$ cat src/shared/cis_conv_map.vh
// Constants of the pixel conversion control block.
// Assumes inclusion by bare name from the rtl files.
`ifndef CIS_CONV_MAP_VH
`define CIS_CONV_MAP_VH
// Control word bit positions
`define CFG_ROT_LO_BIT 0
`define CFG_ROT_HI_BIT 1
`define CFG_AC_BIT 2
`define CFG_EXTREF_BIT 3
`define CFG_INTREF_BIT 4
`define CFG_INVERT_BIT 5
`define CFG_RESET 8'h00
// Register indices on the command port
`define REG_CFG 4'h0
`define REG_GAIN0 4'h1
`define REG_GAIN1 4'h2
`define REG_GAIN2 4'h3
`define REG_OFS0 4'h4
`define REG_OFS1 4'h5
`define REG_OFS2 4'h6
`define REG_STATUS 4'h7
`define REG_GAIN_DIRECT 4'h8
`define REG_OFS_DIRECT 4'h9
`define GAIN_RESET 6'h00
`define OFS_RESET 8'h00
// Pipeline latency in conversion-clock cycles
`define LATENCY 8
`define COLOURS 3
`define FIFO_DEPTH 32
`endif

$ cat src/rtl/conv_fifo.v
// Parameterised FIFO, flip-flop storage, valid/ready on both sides.
// Assumes one clock and asynchronous active-low reset.
module conv_fifo #(
    parameter WIDTH = 16,
    parameter DEPTH = 32,
    parameter AW = 5
) (
    input wire clk,
    input wire rst_n,
    input wire in_valid,
    output wire in_ready,
    input wire [WIDTH-1:0] in_data,
    output wire out_valid,
    input wire out_ready,
    output wire [WIDTH-1:0] out_data
);
    reg [WIDTH-1:0] mem_r [0:DEPTH-1];
    reg [AW-1:0] wr_r;
    reg [AW-1:0] rd_r;
    reg [AW:0] cnt_r;
    wire push = in_valid && in_ready;
    wire pop = out_valid && out_ready;
    assign in_ready = (cnt_r != DEPTH[AW:0]);
    assign out_valid = (cnt_r != {(AW+1){1'b0}});
    assign out_data = mem_r[rd_r];
    always @(posedge clk or negedge rst_n) begin
        if (!rst_n) begin
            wr_r <= {AW{1'b0}};
            rd_r <= {AW{1'b0}};
            cnt_r <= {(AW+1){1'b0}};
        end else begin
            if (push) wr_r <= wr_r + 1'b1;
            if (pop) rd_r <= rd_r + 1'b1;
            if (push && !pop) cnt_r <= cnt_r + 1'b1;
            else if (pop && !push) cnt_r <= cnt_r - 1'b1;
        end
    end
    always @(posedge clk) begin
        if (push) mem_r[wr_r] <= in_data;
    end
endmodule // conv_fifo

$ cat src/rtl/cis_pixel_conversion_control.v
// Digital control of a linear sensor signal processor: pixel timing, byte bus, clamp, modes.
// Assumes conversion_clock, clamp, line_sync and the converter result are synchronous to clk.
`include "cis_conv_map.vh"
module cis_pixel_conversion_control (
    input wire clk,
    input wire rst_n,
    // Command port
    input wire [3:0] addr,
    input wire [7:0] wdata,
    input wire wr_en,
    input wire rd_en,
    output reg [7:0] rdata,
    // Timing strobes from scanner controller
    input wire conversion_clock,
    input wire clamp,
    input wire line_sync,
    // Converter interface
    input wire [15:0] adc_result,
    output reg adc_sample_r,
    output reg adc_track_r,
    output reg pga_track_next_r,
    output reg clamp_switch_r,
    output reg ext_ref_subtract_r,
    output reg [7:0] offset_dac_r,
    output reg [5:0] pga_gain_r,
    output reg result_invert_r,
    output reg ref_out_enable_r,
    // Shared byte bus pins
    output reg [7:0] db_out_r,
    output reg db_oe_n_r,
    input wire [7:0] db_in,
    output reg serial_enable_r
);
    // ********************************
    // Reset release
    // ********************************
    reg rst_s1_r;
    reg rst_s2_r;
    always @(posedge clk or negedge rst_n) begin
        if (!rst_n) begin
            rst_s1_r <= 1'b0;
            rst_s2_r <= 1'b0;
        end else begin
            rst_s1_r <= 1'b1;
            rst_s2_r <= rst_s1_r;
        end
    end
    wire srst_n = rst_s2_r;

    // ********************************
    // Control registers
    // ********************************
    reg [7:0] cfg_r;
    reg [5:0] gain_r [0:2];
    reg [7:0] ofs_r [0:2];
    reg [5:0] gain_direct_r;
    reg [7:0] ofs_direct_r;
    reg [1:0] colour_r;
    reg [1:0] colour_nxt;
    integer i;

    wire rotate_cfg_bit_lo = cfg_r[`CFG_ROT_LO_BIT];
    wire rotate_cfg_bit_hi = cfg_r[`CFG_ROT_HI_BIT];
    wire rotating = rotate_cfg_bit_lo && rotate_cfg_bit_hi;
    wire ac_mode = cfg_r[`CFG_AC_BIT];
    wire ext_ref_mode = cfg_r[`CFG_EXTREF_BIT];
    wire internal_ref_select_bit = cfg_r[`CFG_INTREF_BIT];

    // Per-colour slot index for a write address, 2'd3 when none
    function [1:0] slot_of;
        input [3:0] a;
        input [3:0] base;
        begin
            if (a == base) slot_of = 2'd0;
            else if (a == base + 4'h1) slot_of = 2'd1;
            else if (a == base + 4'h2) slot_of = 2'd2;
            else slot_of = 2'd3;
        end
    endfunction

    wire [1:0] gslot = slot_of(addr, `REG_GAIN0);
    wire [1:0] oslot = slot_of(addr, `REG_OFS0);

    // ********************************
    // Strobe edge detection
    // ********************************
    reg cc_d_r;
    reg sync_d_r;
    wire cc_fall = cc_d_r && !conversion_clock;
    wire cc_rise = !cc_d_r && conversion_clock;
    wire sync_fall = sync_d_r && !line_sync;

    always @* begin
        colour_nxt = colour_r;
        if (sync_fall) begin
            if (colour_r == 2'd2) colour_nxt = 2'd0;
            else colour_nxt = colour_r + 2'd1;
        end
    end

    always @(posedge clk or negedge rst_n) begin
        if (!rst_n) begin
            cfg_r <= `CFG_RESET;
            gain_direct_r <= `GAIN_RESET;
            ofs_direct_r <= `OFS_RESET;
            for (i = 0; i < `COLOURS; i = i + 1) begin
                gain_r[i] <= `GAIN_RESET;
                ofs_r[i] <= `OFS_RESET;
            end
            colour_r <= 2'd0;
            cc_d_r <= 1'b0;
            sync_d_r <= 1'b0;
        end else if (!srst_n) begin
            cfg_r <= `CFG_RESET;
            colour_r <= 2'd0;
            cc_d_r <= 1'b0;
            sync_d_r <= 1'b0;
        end else begin
            cc_d_r <= conversion_clock;
            sync_d_r <= line_sync;
            if (wr_en) begin
                if (addr == `REG_CFG) cfg_r <= wdata;
                else if (gslot != 2'd3) gain_r[gslot] <= wdata[5:0];
                else if (oslot != 2'd3) ofs_r[oslot] <= wdata;
                else if (addr == `REG_GAIN_DIRECT) gain_direct_r <= wdata[5:0];
                else if (addr == `REG_OFS_DIRECT) ofs_direct_r <= wdata;
            end
            // Colour held at first slot outside rotation; line sync only steps it
            if (!rotating) colour_r <= 2'd0;
            else colour_r <= colour_nxt;
        end
    end

    // ********************************
    // Register read-back
    // ********************************
    always @(posedge clk or negedge rst_n) begin
        if (!rst_n) begin
            rdata <= 8'h00;
        end else if (rd_en) begin
            if (addr == `REG_CFG) rdata <= cfg_r;
            else if (gslot != 2'd3) rdata <= {2'b00, gain_r[gslot]};
            else if (oslot != 2'd3) rdata <= ofs_r[oslot];
            else if (addr == `REG_STATUS) rdata <= {3'b000, line_sync, clamp_switch_r, rotating, colour_r};
            else if (addr == `REG_GAIN_DIRECT) rdata <= {2'b00, gain_direct_r};
            else if (addr == `REG_OFS_DIRECT) rdata <= ofs_direct_r;
            else rdata <= 8'h00;
        end else begin
            rdata <= 8'h00;
        end
    end

    // ********************************
    // Analog control
    // ********************************
    always @(posedge clk or negedge rst_n) begin
        if (!rst_n) begin
            adc_sample_r <= 1'b0;
            adc_track_r <= 1'b0;
            pga_track_next_r <= 1'b0;
            clamp_switch_r <= 1'b0;
            ext_ref_subtract_r <= 1'b0;
            offset_dac_r <= `OFS_RESET;
            pga_gain_r <= `GAIN_RESET;
            result_invert_r <= 1'b0;
            ref_out_enable_r <= 1'b0;
        end else begin
            adc_sample_r <= cc_fall;
            pga_track_next_r <= cc_fall;
            adc_track_r <= conversion_clock;
            clamp_switch_r <= ac_mode && clamp;
            ext_ref_subtract_r <= ext_ref_mode && !internal_ref_select_bit;
            ref_out_enable_r <= internal_ref_select_bit;
            // Offset stays in force with external reference
            offset_dac_r <= rotating ? ofs_r[colour_r] : ofs_direct_r;
            pga_gain_r <= rotating ? gain_r[colour_r] : gain_direct_r;
            // Inverted only in AC mode with the invert bit set, so zero input reads zero code in DC mode
            result_invert_r <= ac_mode && cfg_r[`CFG_INVERT_BIT];
        end
    end

    // ********************************
    // Result pipeline and byte bus
    // ********************************
    wire fifo_in_ready;
    wire fifo_out_valid;
    wire [15:0] fifo_out;
    reg [3:0] fill_r;
    reg [15:0] word_r;
    // Entry per sample; pop once latency is reached so depth stays LATENCY
    wire pop = cc_fall && (fill_r == `LATENCY) && fifo_out_valid;

    conv_fifo #(.WIDTH(16), .DEPTH(`FIFO_DEPTH), .AW(5)) u_fifo (
        .clk(clk),
        .rst_n(srst_n),
        .in_valid(cc_fall),
        .in_ready(fifo_in_ready),
        .in_data(adc_result),
        .out_valid(fifo_out_valid),
        .out_ready(pop),
        .out_data(fifo_out)
    );

    always @(posedge clk or negedge rst_n) begin
        if (!rst_n) begin
            fill_r <= 4'd0;
            word_r <= 16'h0000;
            db_out_r <= 8'h00;
            db_oe_n_r <= 1'b1;
            serial_enable_r <= 1'b0;
        end else if (!srst_n) begin
            fill_r <= 4'd0;
            db_oe_n_r <= 1'b1;
        end else begin
            if (cc_fall && fifo_in_ready && fill_r != `LATENCY) fill_r <= fill_r + 4'd1;
            if (pop) begin
                word_r <= fifo_out;
                db_out_r <= fifo_out[15:8];
            end else if (cc_rise) begin
                db_out_r <= word_r[7:0];
            end
            db_oe_n_r <= line_sync;
            serial_enable_r <= line_sync;
        end
    end
endmodule // cis_pixel_conversion_control

$ cat config.mk
export PLATFORM = sky130hd
export DESIGN_NAME = cis_pixel_conversion_control
export DESIGN_NICKNAME = d
export VERILOG_FILES = /design/src/rtl/conv_fifo.v /design/src/rtl/cis_pixel_conversion_control.v
export VERILOG_INCLUDE_DIRS = /design/src /design/src/shared
export SDC_FILE = /design/constraint.sdc
export NUM_CORES = 1
export LEC_CHECK = 0
export BUFFER_PORTS_ARGS = -buffer_cell sky130_fd_sc_hd__buf_2
export CORE_UTILIZATION = 45
export DETAILED_ROUTE_END_ITERATION = 7
export GPL_ROUTABILITY_DRIVEN = 0
export HOLD_SLACK_MARGIN = 0.06
export PLACE_DENSITY = 0.57
export SKIP_LAST_GASP = 1
export SYNTH_ARGS = -nofsm -noshare
export SYNTH_HDL_FRONTEND = slang
export SYNTH_HIERARCHICAL = 1
export SYNTH_SLANG_ARGS = --single-unit
$ cat constraint.sdc
create_clock -name clk -period 2 [get_ports clk]
set_clock_uncertainty 0.05 [all_clocks]
set_input_delay 0.2 -clock clk [delete_from_list [all_inputs] [get_ports clk]]
set_output_delay 0.2 -clock clk [all_outputs]
set_load 0.01 [all_outputs]
==> impl_summary.md, run 1 <==
Worst setup path
The signal on the critical path passes through or4_4 > or3_1 > nor4bb_4 > o31a_1 > inv_2 > ha_4 > inv_8 > ha_4 > nor2b_4 > o21ai_2 > nor3b_2 > o31ai_1. The endpoint identified for the worst register-to-register timing path is u_fifo/cnt_r[4]$_DFFE_PN0P_. The arrival time of the worst setup path is 3.20 ns. The launching point of the worst reg2reg path is u_fifo/cnt_r[1]$_DFFE_PN0P_. The depth of the critical timing path with buffers and inverters included is 12.

The endpoint of the worst setup timing path is u_fifo/cnt_r[4]$_DFFE_PN0P_. The cell that appears most often on the critical path is sky130_fd_sc_hd__ha_4. The worst setup path category is flop to flop.

The setup check on the worst reg-to-reg path leaves a slack of -0.75 ns. The number of buffers and inverters on the critical path is 2. The cell with the largest stage delay on the worst path is sky130_fd_sc_hd__or4_4.

The largest fanout of any net on the critical path is 6. The element type at the critical path start is a flop. The top cell family by delay on the critical path is simple AND/OR/NAND/NOR gates. Tracing the worst setup path back leads to its startpoint at u_fifo/cnt_r[1]$_DFFE_PN0P_. The depth of the worst register-to-register path is 12.

The maximum cell stage delay along the critical path is 0.53 ns. The endpoint kind of the worst setup timing path is a flop. The required time of the critical path is 2.45 ns.

Synth
For this run, the leading register cell type out of synthesis is sky130_fd_sc_hd__edfxtp_1. The mapped netlist covers 26200 um2. Yosys printed 6 warnings. By area the synthesized netlist is led by sky130_fd_sc_hd__edfxtp_1 59%, sky130_fd_sc_hd__dfrtp_1 13%, sky130_fd_sc_hd__mux4_2 8.0%, sky130_fd_sc_hd__mux2i_1 3.8%, sky130_fd_sc_hd__mux2_2 3.5%. Yosys mapped the design onto 67 distinct sky130hd cell types. When the netlist entered floorplanning its net count stood at 1479. The top cell type by area accounts for 58.8% of the synthesized area. The average cell area after synthesis is 18.4 um2. In this run, synthesis inferred 512 flip-flops with an integrated enable. Synthesis inferred 648 register bits.

The largest total area in the synthesized netlist belongs to sky130_fd_sc_hd__edfxtp_1. After technology mapping, the gate count stands at 1422. The proportion of register bits with asynchronous set or reset after synthesis is 21.0%.

After synthesis, flip-flops and latches occupy 71.8% of the total area.

Run status
The final reports fail on negative setup slack. The flow ran to the end, but the final reports show violations.

STA
The final count of pins violating max slew is 0. The routed design could run at a clock period as short as 2.75 ns. The final sum of negative setup slack is -221.86 ns. Setup repair after global routing could not meet its margin everywhere.

Setup violations remaining at the end of the flow were counted as 545. The transition at the pin with the smallest max-transition slack is 0.852 ns. For this run, the top clock speed supported by timing is 0.363 GHz. Once routing completed, OpenROAD measured the worst setup slack at -0.752 ns.

The final hold violation count is 0. Headroom to the max-slew limit came out at 43.0%. The worst path uses 138% of the clock period.

Route
The detailed router placed 14700 vias in this run. The DRC violation count after routing is 0. The routed length per placed instance is 25.8 um. The first-iteration detailed-routing DRC count is 1209. The count of nets left with antenna violations once routing finished came out at 0. After detailed routing, the total wire length is 66000 um. The first TritonRoute pass finished after 5 iterations.

The average via count per standard cell is 5.75.

Die
The floorplan core area is 57600 um2. The area enclosed by the die boundary is 59100 um2. The die height is 243 um.

From left edge to right edge, the die measures 243 um. Row generation in the floorplan step produced 88 rows. For this design the top-level I/O count stands at 82. The starting density of the core is 45.4%.

Finish
After routing the design area is 32600 um2. Fill cells in the final layout number 4442. The area growth from synthesis to layout is 24.7%. The number of nets in the finished design is 1801. 0 antenna diodes ended up in the layout. Of the cells placed in the final design, the portion with a size suffix greater than 1 is 38.9%. The finished layout holds 2563 standard cells, fillers aside. Leaving out fill and tap cells, the most frequent cells in the layout are 512 x sky130_fd_sc_hd__edfxtp_1, 154 x sky130_fd_sc_hd__buf_4, 133 x sky130_fd_sc_hd__dfrtp_1.

The leading cell type in the layout, fill and taps excluded is sky130_fd_sc_hd__edfxtp_1. The multi-input combinational cells in the finished layout cover a total of 7760 um2. The register cell area after layout is 18800 um2.

Global routing
The global-route wire length before repair is 97700 um. The number of global-route vias before repair is 14800. Entering global routing, the biggest net connects 37 pins. Global routing consumed, over all layers together, 22.7% of the routing resources. The initial antenna violation count came to 0.

Global routing finished with a remaining overflow of 0.

Power and ir drop
Per report_power, the sequential group accounts for 49.5% of the total. The total internal power is 23800 uW. The maximum ir drop on the vdd rail is 0.790 mV. The portion of total power attributed to combinational logic is 10.7%. The total power density per cell area is 958 nW/um2. After layout, the design draws a total of 31300 uW.

The switching fraction of total power is 24.0%. In this run the static leakage power is 0.0114 uW. The net switching component of the power is 7500 uW.

The clock network burns 39.8% of the power.

Clocking
The number of clock sinks is 648. After clock tree synthesis, the clock-pin slew on the worst setup and hold paths is 0.06 ns. The H-tree generated during clock tree synthesis spans 3 levels. The TritonCTS clock tree is yes. The root buffer cell chosen for the clock tree is sky130_fd_sc_hd__clkbuf_16. The number of CTS-inserted buffers is 71. The later-pin clock latency in the skew report is 0.60 ns. The maximum clock path buffer count is 3.

Place
At the placement stage, the worst setup path has a slack of -0.855 ns. The quantity of I/O buffers inserted on ports is 73. Including well taps, the total number of placed cells is 2347.

The HPWL reported at the end of detailed placement is 38200 um. The post-placement cell area is 28700 um2.

Hold path
The startpoint of the lowest-slack hold path is adc_result[14]. The worst min-delay path category is primary input to flop.

Run
Across the run, the number of max-cap violations was 0.
[metal layers]
metal  vias to the layer above  global-route usage [%]  wire length (um)
met5                         -                       0                 0
met4                         0                    7.25              1850
met3                       114                    3.90              3500
met2                       486                    36.5             32200
met1                      7765                    31.5             28500
li1                       6370                       -                 -
[through the flow]
| step | hold WS, ns | utilization (%) |
|---|---|---|
| 3_5_place_dp | 0.160 | 49.9 |
| 3_3_place_gp | 0.154 | 49.9 |
| 6_report | 0.111 | 56.7 |
| 4_1_cts | 0.0765 | 56.3 |
| 2_1_floorplan | -0.146 | - |
| 5_1_grt | 0.102 | 56.7 |
[worst min-delay path by stage]
stage / to / slack, ns / depth (start not counted)
after floorplan: adc_track_r$_DFF_PN0_ / -0.15 / 0
after global placement: cfg_r[3]$_DFFE_PN0P_ / 0.15 / 1
after detailed placement: cfg_r[4]$_DFFE_PN0P_ / 0.16 / 1
after CTS: u_fifo/mem_r[18][14]$_DFFE_PP_ / 0.08 / 1
after global routing: u_fifo/mem_r[17][14]$_DFFE_PP_ / 0.10 / 1
final: u_fifo/mem_r[17][14]$_DFFE_PP_ / 0.11 / 1
[worst reg2reg max path, stage by stage (launching register included)]
cell and delay (ns):
sky130_fd_sc_hd__dfrtp_1 0.38, sky130_fd_sc_hd__or4_4 0.53, sky130_fd_sc_hd__or3_1 0.32, sky130_fd_sc_hd__nor4bb_4 0.16, sky130_fd_sc_hd__o31a_1 0.13, sky130_fd_sc_hd__inv_2 0.07
sky130_fd_sc_hd__ha_4 0.16, sky130_fd_sc_hd__inv_8 0.06, sky130_fd_sc_hd__ha_4 0.27, sky130_fd_sc_hd__nor2b_4 0.13, sky130_fd_sc_hd__o21ai_2 0.05, sky130_fd_sc_hd__nor3b_2 0.14
sky130_fd_sc_hd__o31ai_1 0.21
[cell type report]
type	instances	area share, %
Multi-Input combinational cell	706	23.8
Clock inverter	30	0.859
Timing Repair Buffer	304	8.75
Clock buffer	97	5.91
Tap cell	765	2.93
Inverter	13	0.173
Sequential cell	648	57.6
[power groups by stage]
stage,registers [uW],logic [uW],clock network [uW]
2_1_floorplan,15700,1390,0
3_3_place_gp,15700,2520,0
3_5_place_dp,15700,2590,0
4_1_cts,15500,3190,12700
5_1_grt,15500,3610,13200
6_report,15500,3330,12400
[Yosys cell counts (18+ instances only)]
master                       n
sky130_fd_sc_hd__mux2_2     81
sky130_fd_sc_hd__clkbuf_1   32
sky130_fd_sc_hd__edfxtp_1  512
sky130_fd_sc_hd__a211oi_1   31
sky130_fd_sc_hd__a22oi_1    18
sky130_fd_sc_hd__nand2_1    20
sky130_fd_sc_hd__a21oi_1    56
sky130_fd_sc_hd__o22ai_1    19
sky130_fd_sc_hd__mux4_2     93
sky130_fd_sc_hd__mux2i_1   100
sky130_fd_sc_hd__nor2b_1    19
sky130_fd_sc_hd__dfrtp_1   135
sky130_fd_sc_hd__buf_2      18
sky130_fd_sc_hd__nor2_1     71
[cells by family after synthesis]
family          after synthesis  share of synthesized area (%)
buf+inv                      90                           1.91
flops                       648                           71.8
compound gates              192                           4.95
mux                         284                           16.3
fa+ha+maj                    14                          0.698
other cells                   1                         0.0143
simple gates                179                           3.92
xor+xnor                     14                          0.469
[sequential cells by signal, summed over array words and instances (netlist names), 2 cells and up]
name and cells:
gain_r 18, u_fifo/wr_r 5, ofs_r 24, db_out_r 8, ofs_direct_r 8, gain_direct_r 6, u_fifo/rd_r 5, rdata 8
colour_r 2, offset_dac_r 8, fill_r 4, u_fifo/mem_r 512, word_r 8, u_fifo/cnt_r 6, pga_gain_r 6, cfg_r 8
[repair_timing]
action                     4_1_cts  5_1_grt
pin swaps                       59       31
hold endpoints to repair       198        0
resized for setup              147       34
buffers inserted                34       13
setup endpoints to repair      543      547
hold buffers                    18        0
gates cloned                    27        3
Note: power is estimated with default switching activity, not from simulation.
==> run 2, diff against run 1 <==
--- a/config.mk
+++ b/config.mk
@@ -7,10 +7,10 @@
 export NUM_CORES = 1
 export LEC_CHECK = 0
 export BUFFER_PORTS_ARGS = -buffer_cell sky130_fd_sc_hd__buf_2
+export CORE_MARGIN = 2
 export CORE_UTILIZATION = 45
 export DETAILED_ROUTE_END_ITERATION = 7
 export GPL_ROUTABILITY_DRIVEN = 0
-export HOLD_SLACK_MARGIN = 0.06
 export PLACE_DENSITY = 0.57
 export SKIP_LAST_GASP = 1
 export SYNTH_ARGS = -nofsm -noshare
==> run 2 against run 1 <==
The run still ends with negative setup slack left. Register-to-register slack lost 0.03 ns. Count of clock-buffer cells in the layout shrank 10. Wire length shrank 1.7%. Sequential share of layout area grew 0.17 points. Non-clock buffer count grew 4. Via count shrank 1.4%. Critical path type unchanged. Largest power group unchanged.
==> impl_summary.md, run 2 (synthesis results as in run 1) <==
Route
The routed length per placed instance came to 25.3 um (-1.7%). The first-iteration detailed-routing DRC count is 1165 (-3.6%). The number of optimization iterations in the first detailed-route pass is 5 (unchanged). The vias after detailed routing is 14500 (-1.4%). The average via count per standard cell is 5.67 (-1.4%).

The post-detailed-route count of antenna-violating nets was 0 (unchanged). The total wire length is 64900 um (-1.7%). The DRC violation count after routing is 0 (unchanged).

Global routing
The number of global-route vias before repair was 14600 (-2.0%). The global-route wire length before repair is 94500 um (-3.3%). The initial antenna violation count is 1 (+1). The overall track demand over capacity in global routing was 21.5% (-1.1 points). The maximum number of pins on one net before global-route repair is 38 (+2.7%).

The overflow left after global routing is 0 (unchanged).

Die
The total I/O pin count came to 82 (unchanged). The cell row count is 88 (unchanged). The horizontal die dimension is 245 um (+0.82%).

The starting density of the core is 45.4% (unchanged). The die height is 245 um (+0.82%). The area enclosed by the die boundary was 60100 um2 (+1.7%). The floorplan core area is 57600 um2 (unchanged).

Hold path
The worst hold path belongs to the class primary input to flop.

Run status
The final reports fail on negative setup slack. The flow ran to the end, but the final reports show violations.

STA
The final count of pins violating max slew is 0 (unchanged). The worst slew slack as a fraction of its limit is 30.6% (-12 points). The worst setup margin is -0.779 ns (-0.0264 ns). Setup repair after global routing could not meet its margin everywhere.

The achievable clock frequency is 0.360 GHz (-0.95%). The post-route worst hold slack is 0.0288 ns (-0.0827 ns). The final hold violation count was 0 (unchanged). The transition at the pin with the smallest max-transition slack was 1.04 ns (+0.187 ns). The share of the clock period used by the worst path is 139% (+1.3 points). The total setup violations reported at the end of the flow is 545 (unchanged). The minimum clock period after layout came to 2.78 ns (+0.0264 ns).

Power and ir drop
The leakage power of the design came to 0.0114 uW (-0.31%). The overall power after layout was 30900 uW (-1.1%). The maximum ir drop on the vdd rail is 0.799 mV (+1.2%). The total power density per cell area was 950 nW/um2 (-0.78%).

Finish
The area used by multi-input combinational logic is 7800 um2 (+0.52%). The largest registers in the layout are u_fifo/mem_r: 512 flops, ofs_r: 24 flops, gain_r: 18 flops. u_fifo/mem_r holds more flip-flops than any other register. The ratio of cells with drive above 1 in the final layout came to 40.2% (+1.3 points). The number of filler instances in the final layout is 4471 (+0.65%). The antenna diode count is 0 (unchanged). The number of flip-flops under the largest register name came to 512 (unchanged). The number of nets in the finished design was 1804 (+0.17%).

The synthesis-to-layout area growth is 24.3%. Leaving out fill and tap cells, the most frequent cells in the layout are 512 x sky130_fd_sc_hd__edfxtp_1, 163 x sky130_fd_sc_hd__buf_4, 133 x sky130_fd_sc_hd__dfrtp_1. The leading cell type in the layout, fill and taps excluded is sky130_fd_sc_hd__edfxtp_1. The register cell area after layout is 18800 um2 (unchanged).

Place
The quantity of I/O buffers inserted on ports is 73 (unchanged). The HPWL reported at the end of detailed placement is 37700 um (-1.4%).

Clocking
Clock tree synthesis selected as its root buffer the cell sky130_fd_sc_hd__clkbuf_16. The maximum clock path buffer count came to 3 (unchanged). The clock-pin slew reported for the worst setup and hold paths after clock tree synthesis is 0.05 ns (about the same). The number of clock sinks is 648 (unchanged). The H-tree depth reported by CTS is 3 (unchanged).

The later-pin clock latency in the skew report was 0.60 ns (about the same). The number of CTS-inserted buffers was 69 (-2.8%). The TritonCTS clock tree is yes.

Worst setup path
The required time of the critical path came to 2.43 ns (-0.02 ns). The largest fanout of any net on the critical path was 4 (-2). The worst setup path is captured at a flop. The arrival time of the worst setup path is 3.21 ns (about the same).

The worst setup path category is flop to flop. The worst setup path is launched from a flop.

Run
The max capacitance violation total is 0 (unchanged).
-- run 2: cell types whose count changed in the layout (fill, tap and decap cells not counted), moves of 7 or more --
cell and change:
sky130_fd_sc_hd__a211oi_1 -7, sky130_fd_sc_hd__nor2_2 +7, sky130_fd_sc_hd__buf_4 +9, sky130_fd_sc_hd__clkbuf_1 -8, sky130_fd_sc_hd__buf_6 +11, sky130_fd_sc_hd__a22oi_1 -8
sky130_fd_sc_hd__a22oi_2 +8
-- run 2: final timing paths --
kind | startpoint | end | slack [ns] | cells after the start
worst min register to register | rst_s2_r$_DFF_PN0_ | u_fifo/rd_r[1]$_DFFE_PN0P_ | 0.23 | 1
min in group asynchronous | rst_n | ext_ref_subtract_r$_DFF_PN0_ | 0.07 | 2
max in group asynchronous | rst_s2_r$_DFF_PN0_ | u_fifo/cnt_r[2]$_DFFE_PN0P_ | 1.07 | 2
worst max-delay path | u_fifo/cnt_r[1]$_DFFE_PN0P_ | u_fifo/cnt_r[4]$_DFFE_PN0P_ | -0.78 | 10
worst max register to register | u_fifo/cnt_r[1]$_DFFE_PN0P_ | u_fifo/cnt_r[4]$_DFFE_PN0P_ | -0.78 | 10
worst min-delay path | addr[3] | rdata[4]$_DFF_PN0_ | 0.03 | 3
-- run 2: timing repair --
item                                   4_1_cts  5_1_grt
hold buffers                                14        0
cloned                                      19        9
resized for setup                          142       61
setup endpoints to repair                  542      547
endpoints found under the hold margin      197        0
pin swaps                                   55       25
setup buffers                               30       26
-- run 2: where the power goes --
group | total (uW) | leakage (uW) | internal (uW) | switching, uW
Sequential | 15500 | 0.00638 | 15100 | 344
Clock | 12200 | 0.00106 | 7030 | 5150
Combinational | 3270 | 0.00394 | 1400 | 1870
Total | 30900 | 0.0114 | 23600 | 7360
-- run 2: final cells by class --
| cell class | instances | share of cell area (%) |
|---|---|---|
| multi-input cells | 707 | 24.0 |
| inverters | 13 | 0.173 |
| flip-flops and latches | 648 | 57.8 |
| clock inverters | 35 | 1.02 |
| repair buffers | 308 | 8.51 |
| well taps | 765 | 2.94 |
| clock buffers | 87 | 5.61 |
-- run 2: worst max-delay path: stages, from the launching register on --
cell                      delay (ns)
sky130_fd_sc_hd__dfrtp_1        0.37
sky130_fd_sc_hd__or4_4          0.54
sky130_fd_sc_hd__buf_4          0.16
sky130_fd_sc_hd__o31a_1         0.28
sky130_fd_sc_hd__ha_4           0.20
sky130_fd_sc_hd__buf_4          0.15
sky130_fd_sc_hd__fa_2           0.39
sky130_fd_sc_hd__nor2b_4        0.11
sky130_fd_sc_hd__o21ai_1        0.07
sky130_fd_sc_hd__nor3b_2        0.15
sky130_fd_sc_hd__o31ai_1        0.22
-- run 2: per-layer routing --
layer | wire, um | vias up | share of wire [%] | GRT usage [%]
met5 | 7 | - | 0.011 | 0
met4 | 1390 | 2 | 2.1 | 6.03
met3 | 3300 | 89 | 5.1 | 3.73
met2 | 32100 | 415 | 49 | 35.1
met1 | 28100 | 7641 | 43 | 29.9
li1 | - | 6382 | - | -
-- run 2: per-stage QoR --
stage / util (%) / area [um2] / cells / setup WS [ns] / TNS (ns)
floorplan: - / 26400 / 1422 / -0.963 / -97.55
global placement: 49.8 / 28700 / 2346 / -0.801 / -243.76
detailed placement: 49.8 / 28700 / 2346 / -0.848 / -255.71
CTS: 55.6 / 32000 / 2530 / -0.758 / -225.42
global route: 56.5 / 32500 / 2563 / -0.871 / -319.88
finish: 56.5 / 32500 / 2563 / -0.779 / -288.16
